### src/logic/dstcv_pkg.sv
package dstcv_pkg;

  // register byte addresses
  localparam logic [7:0] REG_CTRL = 8'h00;
  localparam logic [7:0] REG_USER_START = 8'h04;
  localparam logic [7:0] REG_USER_END = 8'h08;
  localparam logic [7:0] REG_USER_DELTA = 8'h0c;
  localparam logic [7:0] REG_TIME = 8'h10;
  localparam logic [7:0] REG_DATE = 8'h14;

  // field positions
  localparam int CTRL_EN_BIT = 0;
  localparam int CTRL_PRESET_LSB = 1;
  localparam int CTRL_SYNC_BIT = 4;
  localparam int UDATE_MONTH_LSB = 0;
  localparam int UDATE_DAY_LSB = 8;
  localparam int TIME_MIN_LSB = 0;
  localparam int TIME_HOUR_LSB = 8;
  localparam int TIME_DAY_LSB = 16;
  localparam int TIME_MONTH_LSB = 24;
  localparam int DATE_YEAR_LSB = 0;
  localparam int DATE_WDAY_LSB = 8;
  localparam int DATE_SUMMER_BIT = 16;

  localparam logic [1:0] RESP_OKAY = 2'h0;
  localparam logic [1:0] RESP_SLVERR = 2'h2;

  // reset values
  localparam logic [4:0] RST_DAY = 5'h01;
  localparam logic [3:0] RST_MONTH = 4'h1;

  // conversion figures
  localparam logic [7:0] DELTA_MAX_MIN = 8'hb4;
  localparam logic [7:0] PRESET_DELTA_MIN = 8'h3c;
  localparam logic [3:0] MON_MAR = 4'h3;
  localparam logic [3:0] MON_APR = 4'h4;
  localparam logic [3:0] MON_OCT = 4'ha;
  localparam logic [3:0] MON_NOV = 4'hb;
  localparam logic [4:0] HOUR_1 = 5'h01;
  localparam logic [4:0] HOUR_2 = 5'h02;
  localparam logic [4:0] HOUR_3 = 5'h03;
  localparam logic [2:0] WDAY_SUNDAY = 3'h0;
  localparam logic [2:0] WDAY_SATURDAY = 3'h6;
  localparam logic [10:0] MIN_PER_HOUR = 11'h03c;

  // timing: one minute of the time-of-day clock
  localparam longint unsigned CLK_HZ = 40000000;
  localparam longint unsigned MINUTE_S = 60;
  localparam longint unsigned TICKS_PER_MIN = CLK_HZ * MINUTE_S;

  typedef enum logic [2:0] {
    preset_europe,
    preset_britain,
    preset_america_old,
    preset_america_new,
    preset_australia,
    preset_tasmania,
    preset_new_zealand,
    preset_user
  } dstcv_preset_t;

  typedef enum logic [2:0] {
    wk_first, wk_second, wk_third, wk_last, wk_date
  } dstcv_week_t;

  typedef struct packed {
    logic [3:0] month;
    dstcv_week_t kind;
    logic [4:0] day;
    logic [4:0] hour;
  } dstcv_rule_t;

  typedef struct packed {
    logic [6:0] year;
    logic [3:0] month;
    logic [4:0] day;
    logic [2:0] wday;
    logic [4:0] hour;
    logic [5:0] minute;
  } dstcv_time_t;

endpackage : dstcv_pkg

### src/logic/dstcv_top.sv
`timescale 1ns/1ps
`default_nettype none

// Operation
// - seasonal conversion is disabled after reset until software enables it.
// - europe: forward 60 min at 02:00 last Sunday March, back 03:00 October.
// - britain: forward at 01:00 last Sunday March, back 02:00 last October.
// - old america: forward 02:00 first Sunday April, back 02:00 last October.
// - new america: forward 02:00 second Sunday March, back first November.
// - australia: forward 02:00 last Sunday October, back 03:00 last March.
// - tasmania: forward 02:00 first Sunday October, back 03:00 last March.
// - new zealand: forward 02:00 first Sunday October, back third Sunday March.
// - user rule: forward by delta 02:00 start date, back 03:00 end date.
// - user delta accepted only in whole minutes from 0 to 180.
// - conversion only while powered in RUN or STOP, never on backup.
// - with sync enabled, time from the communication module loads the clock.
// - time broadcast at power-up, hourly while powered (not on backup), after manual set or conversion.
// - time synchronisation is disabled after reset.
// - enables and rule selection change in programming or parameter mode.
module dstcv_top #(
  parameter int unsigned TICKS_PER_MIN = 32'(dstcv_pkg::TICKS_PER_MIN)
) (
  input wire logic aclk,
  input wire logic aresetn,
  input wire logic [7:0] s_axi_awaddr,
  input wire logic s_axi_awvalid,
  output logic s_axi_awready,
  input wire logic [31:0] s_axi_wdata,
  input wire logic [3:0] s_axi_wstrb,
  input wire logic s_axi_wvalid,
  output logic s_axi_wready,
  output logic [1:0] s_axi_bresp,
  output logic s_axi_bvalid,
  input wire logic s_axi_bready,
  input wire logic [7:0] s_axi_araddr,
  input wire logic s_axi_arvalid,
  output logic s_axi_arready,
  output logic [31:0] s_axi_rdata,
  output logic [1:0] s_axi_rresp,
  output logic s_axi_rvalid,
  input wire logic s_axi_rready,
  input wire logic op_active,
  input wire logic cfg_allowed,
  input wire logic sync_valid,
  input wire logic [6:0] sync_year,
  input wire logic [3:0] sync_month,
  input wire logic [4:0] sync_day,
  input wire logic [2:0] sync_wday,
  input wire logic [4:0] sync_hour,
  input wire logic [5:0] sync_minute,
  output logic bcast_valid,
  output logic [6:0] bcast_year,
  output logic [3:0] bcast_month,
  output logic [4:0] bcast_day,
  output logic [2:0] bcast_wday,
  output logic [4:0] bcast_hour,
  output logic [5:0] bcast_minute,
  output logic summer_active
);

  if (TICKS_PER_MIN < 2) begin : g_bad_ticks
    $error("dstcv_top: TICKS_PER_MIN must be at least 2");
  end

  typedef struct packed {
    logic awready;
    logic wready;
    logic bvalid;
    logic [1:0] bresp;
    logic arready;
    logic rvalid;
    logic [1:0] rresp;
    logic [31:0] rdata;
    logic aw_have;
    logic [7:0] aw_addr;
    logic w_have;
    logic [31:0] wdata;
    logic [3:0] wstrb;
    logic conv_en;
    dstcv_pkg::dstcv_preset_t preset;
    logic sync_en;
    logic [3:0] us_month;
    logic [4:0] us_day;
    logic [3:0] ue_month;
    logic [4:0] ue_day;
    logic [7:0] delta;
    logic summer;
    logic [31:0] presc;
    dstcv_pkg::dstcv_time_t t;
    logic booted;
    logic bcast;
    dstcv_pkg::dstcv_time_t bt;
  } dstcv_state_t;

  dstcv_state_t s_reg;
  dstcv_state_t s_next;

  function automatic logic [4:0] days_in(input logic [3:0] m,
                                         input logic [6:0] y);
    case (m)
      4'h2: days_in = (y[1:0] == 2'h0) ? 5'h1d : 5'h1c;
      4'h4, 4'h6, 4'h9, 4'hb: days_in = 5'h1e;
      default: days_in = 5'h1f;
    endcase
  endfunction : days_in

  // one minute forward with carries through the calendar
  function automatic dstcv_pkg::dstcv_time_t advance(
      input dstcv_pkg::dstcv_time_t t);
    dstcv_pkg::dstcv_time_t a;
    a = t;
    if (t.minute != 6'h3b) begin
      a.minute = t.minute + 6'h01;
    end else begin
      a.minute = 6'h00;
      if (t.hour != 5'h17) begin
        a.hour = t.hour + 5'h01;
      end else begin
        a.hour = 5'h00;
        a.wday = (t.wday == dstcv_pkg::WDAY_SATURDAY) ?
                 dstcv_pkg::WDAY_SUNDAY : t.wday + 3'h1;
        if (t.day < days_in(t.month, t.year)) begin
          a.day = t.day + 5'h01;
        end else begin
          a.day = 5'h01;
          if (t.month != 4'hc) begin
            a.month = t.month + 4'h1;
          end else begin
            a.month = 4'h1;
            a.year = (t.year == 7'h63) ? 7'h00 : t.year + 7'h01;
          end
        end
      end
    end
    return a;
  endfunction : advance

  // transition instant: on the hour, right month, right Sunday or date
  function automatic logic hit(input dstcv_pkg::dstcv_time_t t,
                               input dstcv_pkg::dstcv_rule_t r);
    logic day_ok;
    day_ok = 1'b0;
    case (r.kind)
      dstcv_pkg::wk_first: day_ok = t.day <= 5'h07;
      dstcv_pkg::wk_second: day_ok = t.day >= 5'h08 && t.day <= 5'h0e;
      dstcv_pkg::wk_third: day_ok = t.day >= 5'h0f && t.day <= 5'h15;
      dstcv_pkg::wk_last:
        day_ok = 6'(t.day) + 6'h07 > 6'(days_in(t.month, t.year));
      default: day_ok = 1'b0;
    endcase
    if (r.kind != dstcv_pkg::wk_date) begin
      day_ok = day_ok && t.wday == dstcv_pkg::WDAY_SUNDAY;
    end else begin
      day_ok = t.day == r.day;
    end
    return day_ok && t.month == r.month && t.hour == r.hour &&
           t.minute == 6'h00;
  endfunction : hit

  // shift the time of day; step sizes never cross midnight
  function automatic dstcv_pkg::dstcv_time_t shift(
      input dstcv_pkg::dstcv_time_t t, input logic [7:0] d,
      input logic fwd);
    dstcv_pkg::dstcv_time_t a;
    logic [10:0] tot;
    a = t;
    tot = 11'(t.hour) * dstcv_pkg::MIN_PER_HOUR + 11'(t.minute);
    tot = fwd ? tot + 11'(d) : tot - 11'(d);
    a.hour = 5'(tot / dstcv_pkg::MIN_PER_HOUR);
    a.minute = 6'(tot % dstcv_pkg::MIN_PER_HOUR);
    return a;
  endfunction : shift

  function automatic logic [31:0] rd(input logic [7:0] addr);
    rd = 32'h0000_0000;
    case (addr)
      dstcv_pkg::REG_CTRL: begin
        rd[dstcv_pkg::CTRL_EN_BIT] = s_reg.conv_en;
        rd[dstcv_pkg::CTRL_PRESET_LSB +: 3] = s_reg.preset;
        rd[dstcv_pkg::CTRL_SYNC_BIT] = s_reg.sync_en;
      end
      dstcv_pkg::REG_USER_START: begin
        rd[dstcv_pkg::UDATE_MONTH_LSB +: 4] = s_reg.us_month;
        rd[dstcv_pkg::UDATE_DAY_LSB +: 5] = s_reg.us_day;
      end
      dstcv_pkg::REG_USER_END: begin
        rd[dstcv_pkg::UDATE_MONTH_LSB +: 4] = s_reg.ue_month;
        rd[dstcv_pkg::UDATE_DAY_LSB +: 5] = s_reg.ue_day;
      end
      dstcv_pkg::REG_USER_DELTA: rd[7:0] = s_reg.delta;
      dstcv_pkg::REG_TIME: begin
        rd[dstcv_pkg::TIME_MIN_LSB +: 6] = s_reg.t.minute;
        rd[dstcv_pkg::TIME_HOUR_LSB +: 5] = s_reg.t.hour;
        rd[dstcv_pkg::TIME_DAY_LSB +: 5] = s_reg.t.day;
        rd[dstcv_pkg::TIME_MONTH_LSB +: 4] = s_reg.t.month;
      end
      dstcv_pkg::REG_DATE: begin
        rd[dstcv_pkg::DATE_YEAR_LSB +: 7] = s_reg.t.year;
        rd[dstcv_pkg::DATE_WDAY_LSB +: 3] = s_reg.t.wday;
        rd[dstcv_pkg::DATE_SUMMER_BIT] = s_reg.summer;
      end
      default: rd = 32'h0000_0000;
    endcase
  endfunction : rd

  function automatic logic mapped(input logic [7:0] addr);
    return addr <= dstcv_pkg::REG_DATE && addr[1:0] == 2'h0;
  endfunction : mapped

  dstcv_pkg::dstcv_rule_t r_fwd;
  dstcv_pkg::dstcv_rule_t r_back;
  dstcv_pkg::dstcv_time_t base;
  logic [7:0] step;
  logic [31:0] wd;
  logic [31:0] cur;
  logic changed;

  always_comb begin
    s_next = s_reg;
    s_next.bcast = 1'b0;
    changed = 1'b0;
    wd = 32'h0000_0000;
    cur = 32'h0000_0000;
    r_fwd = '{dstcv_pkg::MON_MAR, dstcv_pkg::wk_last, 5'h00,
              dstcv_pkg::HOUR_2};
    r_back = '{dstcv_pkg::MON_OCT, dstcv_pkg::wk_last, 5'h00,
               dstcv_pkg::HOUR_3};
    case (s_reg.preset)
      dstcv_pkg::preset_britain: begin
        r_fwd.hour = dstcv_pkg::HOUR_1;
        r_back.hour = dstcv_pkg::HOUR_2;
      end
      dstcv_pkg::preset_america_old: begin
        r_fwd.month = dstcv_pkg::MON_APR;
        r_fwd.kind = dstcv_pkg::wk_first;
        r_back.hour = dstcv_pkg::HOUR_2;
      end
      dstcv_pkg::preset_america_new: begin
        r_fwd.kind = dstcv_pkg::wk_second;
        r_back = '{dstcv_pkg::MON_NOV, dstcv_pkg::wk_first, 5'h00,
                   dstcv_pkg::HOUR_2};
      end
      dstcv_pkg::preset_australia: begin
        r_fwd.month = dstcv_pkg::MON_OCT;
        r_back.month = dstcv_pkg::MON_MAR;
      end
      dstcv_pkg::preset_tasmania: begin
        r_fwd.month = dstcv_pkg::MON_OCT;
        r_fwd.kind = dstcv_pkg::wk_first;
        r_back.month = dstcv_pkg::MON_MAR;
      end
      dstcv_pkg::preset_new_zealand: begin
        r_fwd.month = dstcv_pkg::MON_OCT;
        r_fwd.kind = dstcv_pkg::wk_first;
        r_back.month = dstcv_pkg::MON_MAR;
        r_back.kind = dstcv_pkg::wk_third;
      end
      dstcv_pkg::preset_user: begin
        r_fwd = '{s_reg.us_month, dstcv_pkg::wk_date, s_reg.us_day,
                  dstcv_pkg::HOUR_2};
        r_back = '{s_reg.ue_month, dstcv_pkg::wk_date, s_reg.ue_day,
                   dstcv_pkg::HOUR_3};
      end
      default: ;
    endcase
    step = (s_reg.preset == dstcv_pkg::preset_user) ?
           s_reg.delta : dstcv_pkg::PRESET_DELTA_MIN;

    // minute clock keeps running on backup, only conversion and the hourly broadcast pause
    base = s_reg.t;
    if (s_reg.presc == TICKS_PER_MIN - 1) begin
      s_next.presc = 32'h0000_0000;
      base = advance(s_reg.t);
      if (base.minute == 6'h00 && op_active) begin
        changed = 1'b1;
      end
    end else begin
      s_next.presc = s_reg.presc + 32'h0000_0001;
    end
    s_next.t = base;

    // summer flag arms one direction at a time, so the repeated hour
    // after a backward step cannot fire again
    if (s_reg.conv_en && op_active) begin
      if (!s_reg.summer && hit(base, r_fwd)) begin
        s_next.t = shift(base, step, 1'b1);
        s_next.summer = 1'b1;
        changed = 1'b1;
      end else if (s_reg.summer && hit(base, r_back)) begin
        s_next.t = shift(base, step, 1'b0);
        s_next.summer = 1'b0;
        changed = 1'b1;
      end
    end

    if (sync_valid && s_reg.sync_en) begin
      s_next.t = '{sync_year, sync_month, sync_day, sync_wday, sync_hour,
                   sync_minute};
    end

    // read channel
    if (s_reg.rvalid && s_axi_rready) begin
      s_next.rvalid = 1'b0;
    end
    if (s_axi_arvalid && s_reg.arready) begin
      s_next.rvalid = 1'b1;
      s_next.rdata = rd(s_axi_araddr);
      s_next.rresp = mapped(s_axi_araddr) ? dstcv_pkg::RESP_OKAY :
                     dstcv_pkg::RESP_SLVERR;
    end
    s_next.arready = !s_next.rvalid;

    // write channels, taken in either order
    if (s_reg.bvalid && s_axi_bready) begin
      s_next.bvalid = 1'b0;
    end
    if (s_axi_awvalid && s_reg.awready) begin
      s_next.aw_have = 1'b1;
      s_next.aw_addr = s_axi_awaddr;
    end
    if (s_axi_wvalid && s_reg.wready) begin
      s_next.w_have = 1'b1;
      s_next.wdata = s_axi_wdata;
      s_next.wstrb = s_axi_wstrb;
    end
    if (s_next.aw_have && s_next.w_have && !s_reg.bvalid) begin
      s_next.aw_have = 1'b0;
      s_next.w_have = 1'b0;
      s_next.bvalid = 1'b1;
      s_next.bresp = mapped(s_next.aw_addr) ? dstcv_pkg::RESP_OKAY :
                     dstcv_pkg::RESP_SLVERR;
      cur = rd(s_next.aw_addr);
      for (int i = 0; i < 4; i++) begin
        wd[i*8 +: 8] = s_next.wstrb[i] ? s_next.wdata[i*8 +: 8] :
                       cur[i*8 +: 8];
      end
      case (s_next.aw_addr)
        dstcv_pkg::REG_CTRL: begin
          // outside programming/parameter mode the write is dropped
          if (cfg_allowed) begin
            s_next.conv_en = wd[dstcv_pkg::CTRL_EN_BIT];
            s_next.preset = dstcv_pkg::dstcv_preset_t'(
                wd[dstcv_pkg::CTRL_PRESET_LSB +: 3]);
            s_next.sync_en = wd[dstcv_pkg::CTRL_SYNC_BIT];
          end
        end
        dstcv_pkg::REG_USER_START: begin
          s_next.us_month = wd[dstcv_pkg::UDATE_MONTH_LSB +: 4];
          s_next.us_day = wd[dstcv_pkg::UDATE_DAY_LSB +: 5];
        end
        dstcv_pkg::REG_USER_END: begin
          s_next.ue_month = wd[dstcv_pkg::UDATE_MONTH_LSB +: 4];
          s_next.ue_day = wd[dstcv_pkg::UDATE_DAY_LSB +: 5];
        end
        dstcv_pkg::REG_USER_DELTA: begin
          if (wd[31:8] == 24'h00_0000 &&
              wd[7:0] <= dstcv_pkg::DELTA_MAX_MIN) begin
            s_next.delta = wd[7:0];
          end
        end
        dstcv_pkg::REG_TIME: begin
          s_next.t.minute = wd[dstcv_pkg::TIME_MIN_LSB +: 6];
          s_next.t.hour = wd[dstcv_pkg::TIME_HOUR_LSB +: 5];
          s_next.t.day = wd[dstcv_pkg::TIME_DAY_LSB +: 5];
          s_next.t.month = wd[dstcv_pkg::TIME_MONTH_LSB +: 4];
          s_next.presc = 32'h0000_0000;
          changed = 1'b1;
        end
        dstcv_pkg::REG_DATE: begin
          s_next.t.year = wd[dstcv_pkg::DATE_YEAR_LSB +: 7];
          s_next.t.wday = wd[dstcv_pkg::DATE_WDAY_LSB +: 3];
          changed = 1'b1;
        end
        default: ;
      endcase
    end
    s_next.awready = !s_next.aw_have && !s_next.bvalid;
    s_next.wready = !s_next.w_have && !s_next.bvalid;

    if (!s_reg.booted) begin
      s_next.booted = 1'b1;
      changed = 1'b1;
    end
    if (changed) begin
      s_next.bcast = 1'b1;
      s_next.bt = s_next.t;
    end
  end

  always_ff @(posedge aclk) begin
    if (!aresetn) begin
      s_reg <= '0;
      s_reg.t.day <= dstcv_pkg::RST_DAY;
      s_reg.t.month <= dstcv_pkg::RST_MONTH;
      s_reg.bt.day <= dstcv_pkg::RST_DAY;
      s_reg.bt.month <= dstcv_pkg::RST_MONTH;
    end else begin
      s_reg <= s_next;
    end
  end

  assign s_axi_awready = s_reg.awready;
  assign s_axi_wready = s_reg.wready;
  assign s_axi_bvalid = s_reg.bvalid;
  assign s_axi_bresp = s_reg.bresp;
  assign s_axi_arready = s_reg.arready;
  assign s_axi_rvalid = s_reg.rvalid;
  assign s_axi_rdata = s_reg.rdata;
  assign s_axi_rresp = s_reg.rresp;
  assign bcast_valid = s_reg.bcast;
  assign bcast_year = s_reg.bt.year;
  assign bcast_month = s_reg.bt.month;
  assign bcast_day = s_reg.bt.day;
  assign bcast_wday = s_reg.bt.wday;
  assign bcast_hour = s_reg.bt.hour;
  assign bcast_minute = s_reg.bt.minute;
  assign summer_active = s_reg.summer;

endmodule : dstcv_top

`default_nettype wire

### config.mk
export PLATFORM = sky130hd
export DESIGN_NAME = dstcv_top
export DESIGN_NICKNAME = d
export VERILOG_FILES = /design/src/logic/dstcv_pkg.sv /design/src/logic/dstcv_top.sv
export SDC_FILE = /design/constraint.sdc
export NUM_CORES = 1
export LEC_CHECK = 0
export BUFFER_PORTS_ARGS = -buffer_cell sky130_fd_sc_hd__buf_2
export CAP_MARGIN = 20
export CORE_MARGIN = 2
export CORE_UTILIZATION = 38
export CTS_CLUSTER_DIAMETER = 40
export DETAILED_ROUTE_END_ITERATION = 7
export MAX_ROUTING_LAYER = met4
export SETUP_SLACK_MARGIN = 0.4
export SLEW_MARGIN = 20
export SYNTH_ARGS = -nofsm -noshare
export SYNTH_HDL_FRONTEND = slang
export SYNTH_SLANG_ARGS = --single-unit
export TNS_END_PERCENT = 100
### constraint.sdc
create_clock -name aclk -period 11.3 [get_ports aclk]
set_clock_uncertainty 0.2 [all_clocks]
set_input_delay 2.26 -clock aclk [delete_from_list [all_inputs] [get_ports aclk]]
set_output_delay 2.26 -clock aclk [all_outputs]
set_load 0.01 [all_outputs]
Yosys cells after proc, flatten, opt, wreduce, memory -nomap -nowiden
Index checks and enable logic that the tools add are counted.
{ "word_totals": {"inputBits": 92, "output_inout_bits": 73, "ff_bits": 203, "elab_cells": 280} }
{ "classes": {"n_div": 4, "n_mul": 1, "add_sub_neg": 11, "mux": 112, "n_eq_ne": 47, "n_lt_le_gt_ge": 11, "reduce_logical": 57} }
{ "op_table": {"columns": ["cell", "n"], "rows": [
  ["two-way mux 32 bit", 3],
  ["two-way mux 62 bit", 1],
  ["two-way mux 30 bit", 2],
  ["two-way mux 5 bit", 12],
  ["two-way mux 11 bit", 5],
  ["case mux 4 bit (6 select lines)", 2],
  ["two-way mux 8 bit", 5],
  ["two-way mux 37 bit", 1],
  ["two-way mux 4 bit", 9],
  ["two-way mux 35 bit", 1],
  ["adder 32 x 1 -> 32 bit, second input constant", 1],
  ["== test 32 bit, second input constant", 1],
  ["== test 8 x 4 -> 1 bit, second input constant", 4],
  ["== test 8 x 5 -> 1 bit, second input constant", 4],
  ["two-way mux 1 bit", 32],
  ["two-way mux 31 bit", 1],
  ["logical AND 1 bit", 27],
  ["zero test 24 bit", 1],
  ["two-way mux 24 bit", 1],
  ["case mux 3 bit (4 select lines)", 2],
  ["case mux 4 bit (3 select lines)", 2],
  ["divider 11 x 6 -> 11 bit, second input constant", 2],
  ["remainder unit 11 x 6 -> 11 bit, second input constant", 2],
  ["two-way mux 7 bit", 3],
  ["54 further kinds", 119]
]} }

Logic depth before layout (Yosys ltp)
Gate-level depths: netlist (run 1).
{ "depth": {"word_depth": 48, "mapped_depth": 35, "mapped_depth_nobuf": 34} }

Least setup slack after synthesis (run 1)
Ideal clock, no wire load.
{ "synth_path": {"path_kind": "register -> register", "startpoint": "register s_reg[69] (netlist bit)", "endpoint": "register s_reg, in the netlist bcast_minute[5]", "synth_period_minus_slack_ps": 8584, "n_path_buf": 1, "arrival_ps": 8269, "required_time_ps": 10985, "stages_incl_launch_ff": 31, "path_slack_ps": 2716, "setup_time_ps": 115, "cell_sequence": "dfxtp_1 -> nand4_1 -> or4_4 -> nor4_4 -> nand2_1 -> mux2i_1 -> fa_1 -> fa_1 -> fa_1 -> inv_1 -> ha_1 -> a211oi_1 -> a21oi_1 -> ha_1 -> clkbuf_1 -> nor2_1 -> o21bai_1 -> a31oi_1 -> nand2b_1 -> or4_1 -> nand3_1 -> nand3_1 -> a2111oi_4 -> nor2_4 -> mux2i_1 -> and3_1 -> mux2_2 -> a41o_2 -> a2111oi_2 -> o22ai_1 -> o21ba_1"} }
{ "synth_via": {"elab_chain_len": 26, "elab_cells_between_ends": 73, "classes_between": "add/sub: 4; mul: 1; div: 2; order compare: 7; eq/ne: 12; mux: 31; reduce/logical: 16"} }
{ "synth_lines": {"columns": ["item", "line_no", "source"], "rows": [
  ["start: declaration", "dstcv_top.sv:95", "dstcv_state_t s_reg;"],
  ["start signal: assignment", "dstcv_top.sv:398", "s_reg <= s_next;"],
  ["== test 32 bit (*)", "dstcv_top.sv:271", "if (s_reg.presc == TICKS_PER_MIN - 1) begin"],
  ["parallel branches: the longest is 25 deep, another holds adder 11 x 6 -> 11 bit", null, null]
]} }
Every way passes the cells marked *. The select of a mux whose other input is x is not followed.
A chain may end at the register's enable or synchronous reset.

Worst setup path after layout (run 1)
{ "layout_path": {"startpoint": "register s_reg[62] (netlist bit)", "endpoint": "register s_reg[36] (netlist bit)"} }
{ "layout_via": {"elab_chain_len": 26, "elab_cells_between_ends": 66, "classes_between": "add/sub: 4; mul: 1; div: 2; order compare: 7; eq/ne: 12; mux: 24; reduce/logical: 16"} }
{ "layout_lines": {"columns": ["item", "line_no", "source"], "rows": [
  ["== test 32 bit (*)", "dstcv_top.sv:271", null],
  ["two-way mux 30 bit (*)", "dstcv_top.sv:271", null],
  ["parallel branches: the longest is 20 deep, another holds adder 11 x 6 -> 11 bit", null, null],
  ["two-way mux 11 bit (*)", "dstcv_top.sv:284", "if (s_reg.conv_en && op_active) begin"],
  ["two-way mux 30 bit (*)", "dstcv_top.sv:296", "if (sync_valid && s_reg.sync_en) begin"],
  ["two-way mux 11 bit", "dstcv_top.sv:337", "case (s_next.aw_addr)"],
  ["two-way mux 62 bit (*)", "dstcv_top.sv:326", "if (s_next.aw_have && s_next.w_have && !s_reg.bvalid) begin"]
]} }
Marked as above.

==> results of run 1 <==
power by group through the flow:
| stage | combinational [mW] | clock (mW) | sequential (mW) |
|---|---|---|---|
| after floorplan | 0.129 | 0 | 0.749 |
| after global placement | 0.183 | 0 | 0.751 |
| after detailed placement | 0.185 | 0 | 0.752 |
| after CTS | 0.186 | 1.11 | 0.737 |
| after global routing | 0.206 | 1.14 | 0.738 |
| final | 0.190 | 1.10 | 0.737 |
placed cells by master, fill, tap and decap left out, drive strengths merged, types with 14 or more instances in the layout:
master	count
nand2b	16
nand2	184
mux2i	73
a31oi	16
o21a	16
a22oi	23
nor3	53
dfxtp	201
nor2	251
a221oi	16
a21oi	124
buf	178
or3	16
o211ai	26
a21o	14
nor3b	15
ha	51
inv	71
and2	32
xnor2	55
nor4	16
nand4	26
o21ai	108
nand3	70
xor2	40
clkbuf	38
a211oi	42
and3	21
how the worst min path moves through the flow:
stage / endpoint / cells after the start
6_report: s_axi_awready$_SDFF_PN0_ / 1
5_1_grt: s_axi_awready$_SDFF_PN0_ / 1
4_1_cts: s_axi_awready$_SDFF_PN0_ / 1
3_5_place_dp: s_axi_awready$_SDFF_PN0_ / 1
3_3_place_gp: s_axi_awready$_SDFF_PN0_ / 1
2_1_floorplan: s_axi_awready$_SDFF_PN0_ / 1
cells by family (layout without fill, tap and decap cells):
logic type,count (synthesis),in the layout,synth area share
adder cells (fa/ha/maj),61,61,0.0542
flip-flops,201,201,0.269
multiplexers,86,86,0.0596
XOR/XNOR,96,96,0.0587
buffers and inverters,221,301,0.0777
other,1,12,0.000251
AO/OA/AOI/OAI,503,503,0.236
AND/OR/NAND/NOR,751,751,0.244
per-stage QoR:
step / cell area [um2] / std cells / util / hold WS [ps] / setup WS [ps]
6_report: 16900 / 2529 / 0.436 / 220 / 1810
5_1_grt: 16900 / 2529 / 0.436 / 258 / 1230
4_1_cts: 16900 / 2528 / 0.436 / 224 / 1820
3_5_place_dp: 15700 / 2466 / 0.404 / 217 / 1830
3_3_place_gp: 15700 / 2466 / 0.404 / 214 / 2150
2_1_floorplan: 15000 / 1931 / - / 199 / 2720
critical path, delay by kind of cell (launching register included):
kind / cells / cell delay [ps]
fa+ha+maj: 6 / 2400
buf+inv: 3 / 530
mux: 2 / 350
flops: 1 / 370
compound gates: 10 / 2820
simple gates: 10 / 2540
xor+xnor: 1 / 140
Yosys cell counts (15+ instances only):
cell and instances:
xor2_1 39, o211ai_1 24, o21a_1 16, nand3_1 69
a22oi_1 23, o21ai_0 94, and2_1 29, buf_4 68
a21oi_1 124, and3_1 21, a31oi_1 15, nand4_1 25
nor2_1 249, mux2i_1 72, nand2_1 183, a211oi_1 40
xnor2_1 53, nand2b_1 16, nor3_1 51, a221oi_1 16
nor4_1 15, inv_1 60, dfxtp_1 201, clkbuf_1 76
ha_1 51, nor3b_1 15
area by class of cell:
cell class / instances / area [um2] / area share
inverters: 61 / 231 / 0.0137
repair buffers: 178 / 976 / 0.0577
flip-flops and latches: 201 / 4020 / 0.238
multi-input cells: 1509 / 9810 / 0.580
clock buffers: 38 / 907 / 0.0536
well taps: 518 / 648 / 0.0383
clock inverters: 24 / 314 / 0.0186
metal layers:
metal	GRT usage	share of wire
met5	-	0
met2	0.371	0.44
met3	0.0306	0.073
met4	0.0795	0.030
met1	0.337	0.46
==> flow_summary.toml, run 1 <==
[run_status]
outcome = "finished, final reports clean"

[pwr]
p_int_mw = 1.48
pwr-share-seq = 0.364
power_switching_share = 0.267
share_clk_of_total_power = 0.542
switching_power_uw = 540
leakagePower_nw = 6.85
combinational_share_of_power = 0.094
power_per_cell_area_nw_per_um2 = 120
report.power.total_mw = 2.02
peakVddDrop_mv = 0.0998

[logic_synthesis]
synthesis.area_um2 = 14900
synth_cell_type_count = 124
ys_seq_area_frac = 0.269
synth_flop_cell = "dfxtp_1"
synth_top_cell_by_area = "dfxtp_1"
synthesis.yosys.warnings = 0
ys_async_sr_fraction = 0
synth_area_leaders = "dfxtp_1 (27%), nor2_1 (6.3%), mux2i_1 (4.8%)"
avgSynthCellArea_um2 = 7.78
yosysTopAreaCellShare = 0.269
total_of_flip_flops_plus_latches_after_synthesis = 201
synth_enable_flop_cells = 0
postSynthCellCount = 1920

[timing]
setup_tns_ps = 0
drv_slew = 0
final_count_of_hold_timing_violations = 0
grt_setup_unrepaired = "no"
min_clock_period_post_route_ps = 9490
headroom_to_the_max_slew_limit = 0.281
setup_viol = 0
timing.fmax_mhz = 105
worst_pin_slew_ps = 1070
final_min_period_over_clock_period = 0.840

[drt]
finalWirelength_mm = 50.2
drt-pass1-iter-count = 7
vias_after_detailed_routing = 14600
detail_route.iter0.violations = 1670
route.detailed.drc = 0
avgRoutedWirePerCell_um = 19.8
antenna_left = 0
post_detailed_route_via_to_cell_ratio = 5.76

[setup_path]
critical-path-slowest-cell = "a2111oi_0"
start_kind = "register"
timing.setup.critical_path_class = "register to register"
worst-r2r-cell-count = 32
critPathCapture = "s_reg[36]$_SDFF_PN0_"
endpoint_kind = "register"
data_arrival_time_of_the_critical_path_ps = 9690
setup.worst_path.start = "s_reg[62]$_SDFF_PN0_"
worst-r2r-setup-slack_ps = 1810
critical_path.max_fanout = 14
end_of_the_worst_register_to_register_path = "s_reg[36]$_SDFF_PN0_"
r2r-start = "s_reg[62]$_SDFF_PN0_"
worst_path_largest_cell_delay_ps = 590
timing.critical_path.required_ps = 11500

[global_route]
grt_max_degree = 72
grt_first_pass_wirelength_mm = 77.4
globalRouteTotalUtil = 0.245
first_global_vias = 13500
grt_remaining_overflow = 0
antenna_found_initial = 0

[placement]
routabilityCongestion = 0.985
placement.io_buffers = 152
hpwlAfterDp_mm = 38.4

[layout]
largest_reg_flops = 140
n_fill_cell = 3972
layout.nets = 2136
areaGrowthSynthToFinish_pct = 13.2
drive_gt1_frac = 0.162
antenna_cells = 0

[floorplanning]
die_width_um = 202
core.rowCount = 72
die_area_um2 = 40900
top_level_ports = 165
initial_core_util = 0.386
core_area_um2 = 38700
die_height_um = 202

[clock_network]
post_cts_hold_buffers = 0
tritoncts_sink_count = 201
cts_max_path_buffers = 3
clk-insertion-delay-late_ps = 520
cts_inserted_buffers = 35
cts-htree-levels = 2
post-cts-setup-buffer-count = 0
cts.reportedPaths.clkPinSlew_ps = 50
postCtsResizedCells = 0
cts_tree = "yes"
ctsRootBufferMaster = "clkbuf_16"

[min_path]
type_of_the_most_critical_hold_path = "register to register"
holdCritStartpoint = "s_reg[171]$_SDFF_PN0_"

[flow_run]
maxCapViolations = 0
No activity file was read; power rests on OpenSTA's default activity.
==> run 2: changes to the inputs <==
Clock period 11.3 ns to 9.7 ns, I/O delays scaled along.
==> run 2 against run 1 <==
  * Power up 16%
  * Core utilization up 0.72 points
  * Combinational power up 18%
  * Global-route usage up 0.34 points
  * Critical endpoint is now bcast_minute[5]$_SDFFE_PN0P_
  * Largest power group unchanged
==> flow_summary.toml, run 2 (same netlist as run 1, synthesis figures left out) <==
[timing]
timing.fmax_mhz = 112
setup_tns_ps = 0
headroom_to_the_max_slew_limit = 0.264
min_clock_period_post_route_ps = 8910
worst_pin_slew_ps = 1070
final_count_of_hold_timing_violations = 0
hold-worst-slack_ps = 226
setup_viol = 0
final_min_period_over_clock_period = 0.919
drv_slew = 0
grt_setup_unrepaired = "yes"

[placement]
detailed_place.area_um2 = 15700
hpwlAfterDp_mm = 38.9
placement.io_buffers = 152
routabilityCongestion = 0.968

[clock_network]
cts_inserted_buffers = 34
post_cts_hold_buffers = 0
tritoncts_sink_count = 201
cts_max_path_buffers = 3
cts.reportedPaths.clkPinSlew_ps = 50
ctsRootBufferMaster = "clkbuf_16"
clk-insertion-delay-late_ps = 520
cts-htree-levels = 2
cts_tree = "yes"

[floorplanning]
die_width_um = 202
top_level_ports = 165
die_height_um = 202
initial_core_util = 0.386
die_area_um2 = 40900
core_area_um2 = 38700
core.rowCount = 72

[pwr]
report.power.total_mw = 2.36
leakagePower_nw = 6.93
power_per_cell_area_nw_per_um2 = 137
switching_power_uw = 594
combinational_share_of_power = 0.095
power_switching_share = 0.252
peakVddDrop_mv = 0.120
pwr-share-seq = 0.364
share_clk_of_total_power = 0.541
p_int_mw = 1.76

[setup_path]
end_of_the_worst_register_to_register_path = "bcast_minute[5]$_SDFFE_PN0P_"
timing.critical_path.required_ps = 9890
worst-r2r-setup-slack_ps = 790
critical-path-slowest-cell = "or4_4"
endpoint_kind = "register"
critical_path.max_fanout = 7
r2r-start = "s_reg[70]$_SDFF_PN0_"
worst-r2r-cell-count = 30
start_kind = "register"
data_arrival_time_of_the_critical_path_ps = 9110
worst_path_largest_cell_delay_ps = 580
timing.setup.critical_path_class = "register to register"
critical_path.most_common_cell = "fa_1"
setup.worst_path.start = "s_reg[70]$_SDFF_PN0_"

[global_route]
grt_remaining_overflow = 0
grt_first_pass_wirelength_mm = 78.1
antenna_found_initial = 0
first_global_vias = 13700
globalRouteTotalUtil = 0.248
grt_max_degree = 80

[layout]
n_fill_cell = 3980
areaGrowthSynthToFinish_pct = 15.1
mostFrequentLayoutCells = "nor2_1 (248), dfxtp_1 (200), nand2_1 (182), buf_2 (153), a21oi_1 (120)"
design_area_um2 = 17200
layout.cells.most_common = "nor2_1"
layout.nets = 2144
utilization = 0.444
drive_gt1_frac = 0.182
antenna_cells = 0
largest_reg_flops = 140

[min_path]
hold_depth = 1
holdCritStartpoint = "s_reg[171]$_SDFF_PN0_"
hold_path_end = "s_axi_awready$_SDFF_PN0_"
type_of_the_most_critical_hold_path = "register to register"

[drt]
drt-pass1-iter-count = 6
route.detailed.drc = 0
post_detailed_route_via_to_cell_ratio = 5.74
vias_after_detailed_routing = 14600
avgRoutedWirePerCell_um = 20.0
antenna_left = 0
detail_route.iter0.violations = 1388
finalWirelength_mm = 50.9

[run_status]
outcome = "finished, final reports clean"

[flow_run]
maxCapViolations = 0
==> run 2: cell count changes in the layout (fill, tap and decap cells not counted), sizes merged <==
| cell | previous run | this run |
|---|---|---|
| buf | 178 | 187 |
| clkinv | 6 | 5 |
| clkbuf | 38 | 40 |
| inv | 71 | 67 |
| bufinv | 4 | 6 |
| clkinvlp | 4 | 5 |
==> run 2: worst max-delay path by stage <==
stage                                   end  slack (ps)  depth (start not counted)
2_1_floorplan  bcast_minute[5]$_SDFFE_PN0P_        1120                         30
3_3_place_gp   bcast_minute[5]$_SDFFE_PN0P_         500                         31
3_5_place_dp   bcast_minute[5]$_SDFFE_PN0P_         300                         31
4_1_cts        bcast_minute[5]$_SDFFE_PN0P_         390                         31
5_1_grt        bcast_minute[5]$_SDFFE_PN0P_         370                         33
6_report       bcast_minute[5]$_SDFFE_PN0P_         790                         30
==> run 2: area by class of cell <==
class	count	area, um2	share of cell area
Multi-Input combinational cell	1509	10000	0.583
Inverter	61	231	0.0135
Tap cell	518	648	0.0377
Sequential cell	201	4030	0.234
Clock inverter	22	313	0.0182
Clock buffer	40	903	0.0526
Timing Repair Buffer	187	1040	0.0606
==> run 2: repair_timing <==
item,4_1_cts,5_1_grt
endpoints found under the setup margin,6,14
setup buffers,0,5
pin swaps,0,10
cloned,0,0
gates resized for setup,3,43
==> run 2: metal layers <==
| layer | GRT usage | share of wire |
|---|---|---|
| met2 | 0.370 | 0.44 |
| met5 | - | 0 |
| met4 | 0.0931 | 0.038 |
| met1 | 0.332 | 0.45 |
| met3 | 0.0489 | 0.071 |
==> run 2: power groups by stage <==
stage / Sequential [mW] / Clock (mW) / Combinational, mW
after floorplan: 0.873 / 0 / 0.150
after global placement: 0.875 / 0 / 0.216
after detailed placement: 0.875 / 0 / 0.217
after CTS: 0.858 / 1.29 / 0.218
after global routing: 0.861 / 1.33 / 0.245
final: 0.859 / 1.27 / 0.224
==> run 2: worst max-delay path, delay by kind of cell, from the launching register on <==
| kind | cells | cell delay [ps] |
|---|---|---|
| simple gates | 11 | 2890 |
| buf+inv | 2 | 240 |
| compound gates | 8 | 1810 |
| fa+ha+maj | 5 | 2150 |
| xor+xnor | 2 | 480 |
| flops | 1 | 390 |
| mux | 2 | 610 |
==> run 2: per-stage QoR <==
stage          cells  worst slack (ps)
2_1_floorplan   1931              1120
3_3_place_gp    2468               495
3_5_place_dp    2469               297
4_1_cts         2531               389
5_1_grt         2538               374
6_report        2538               789
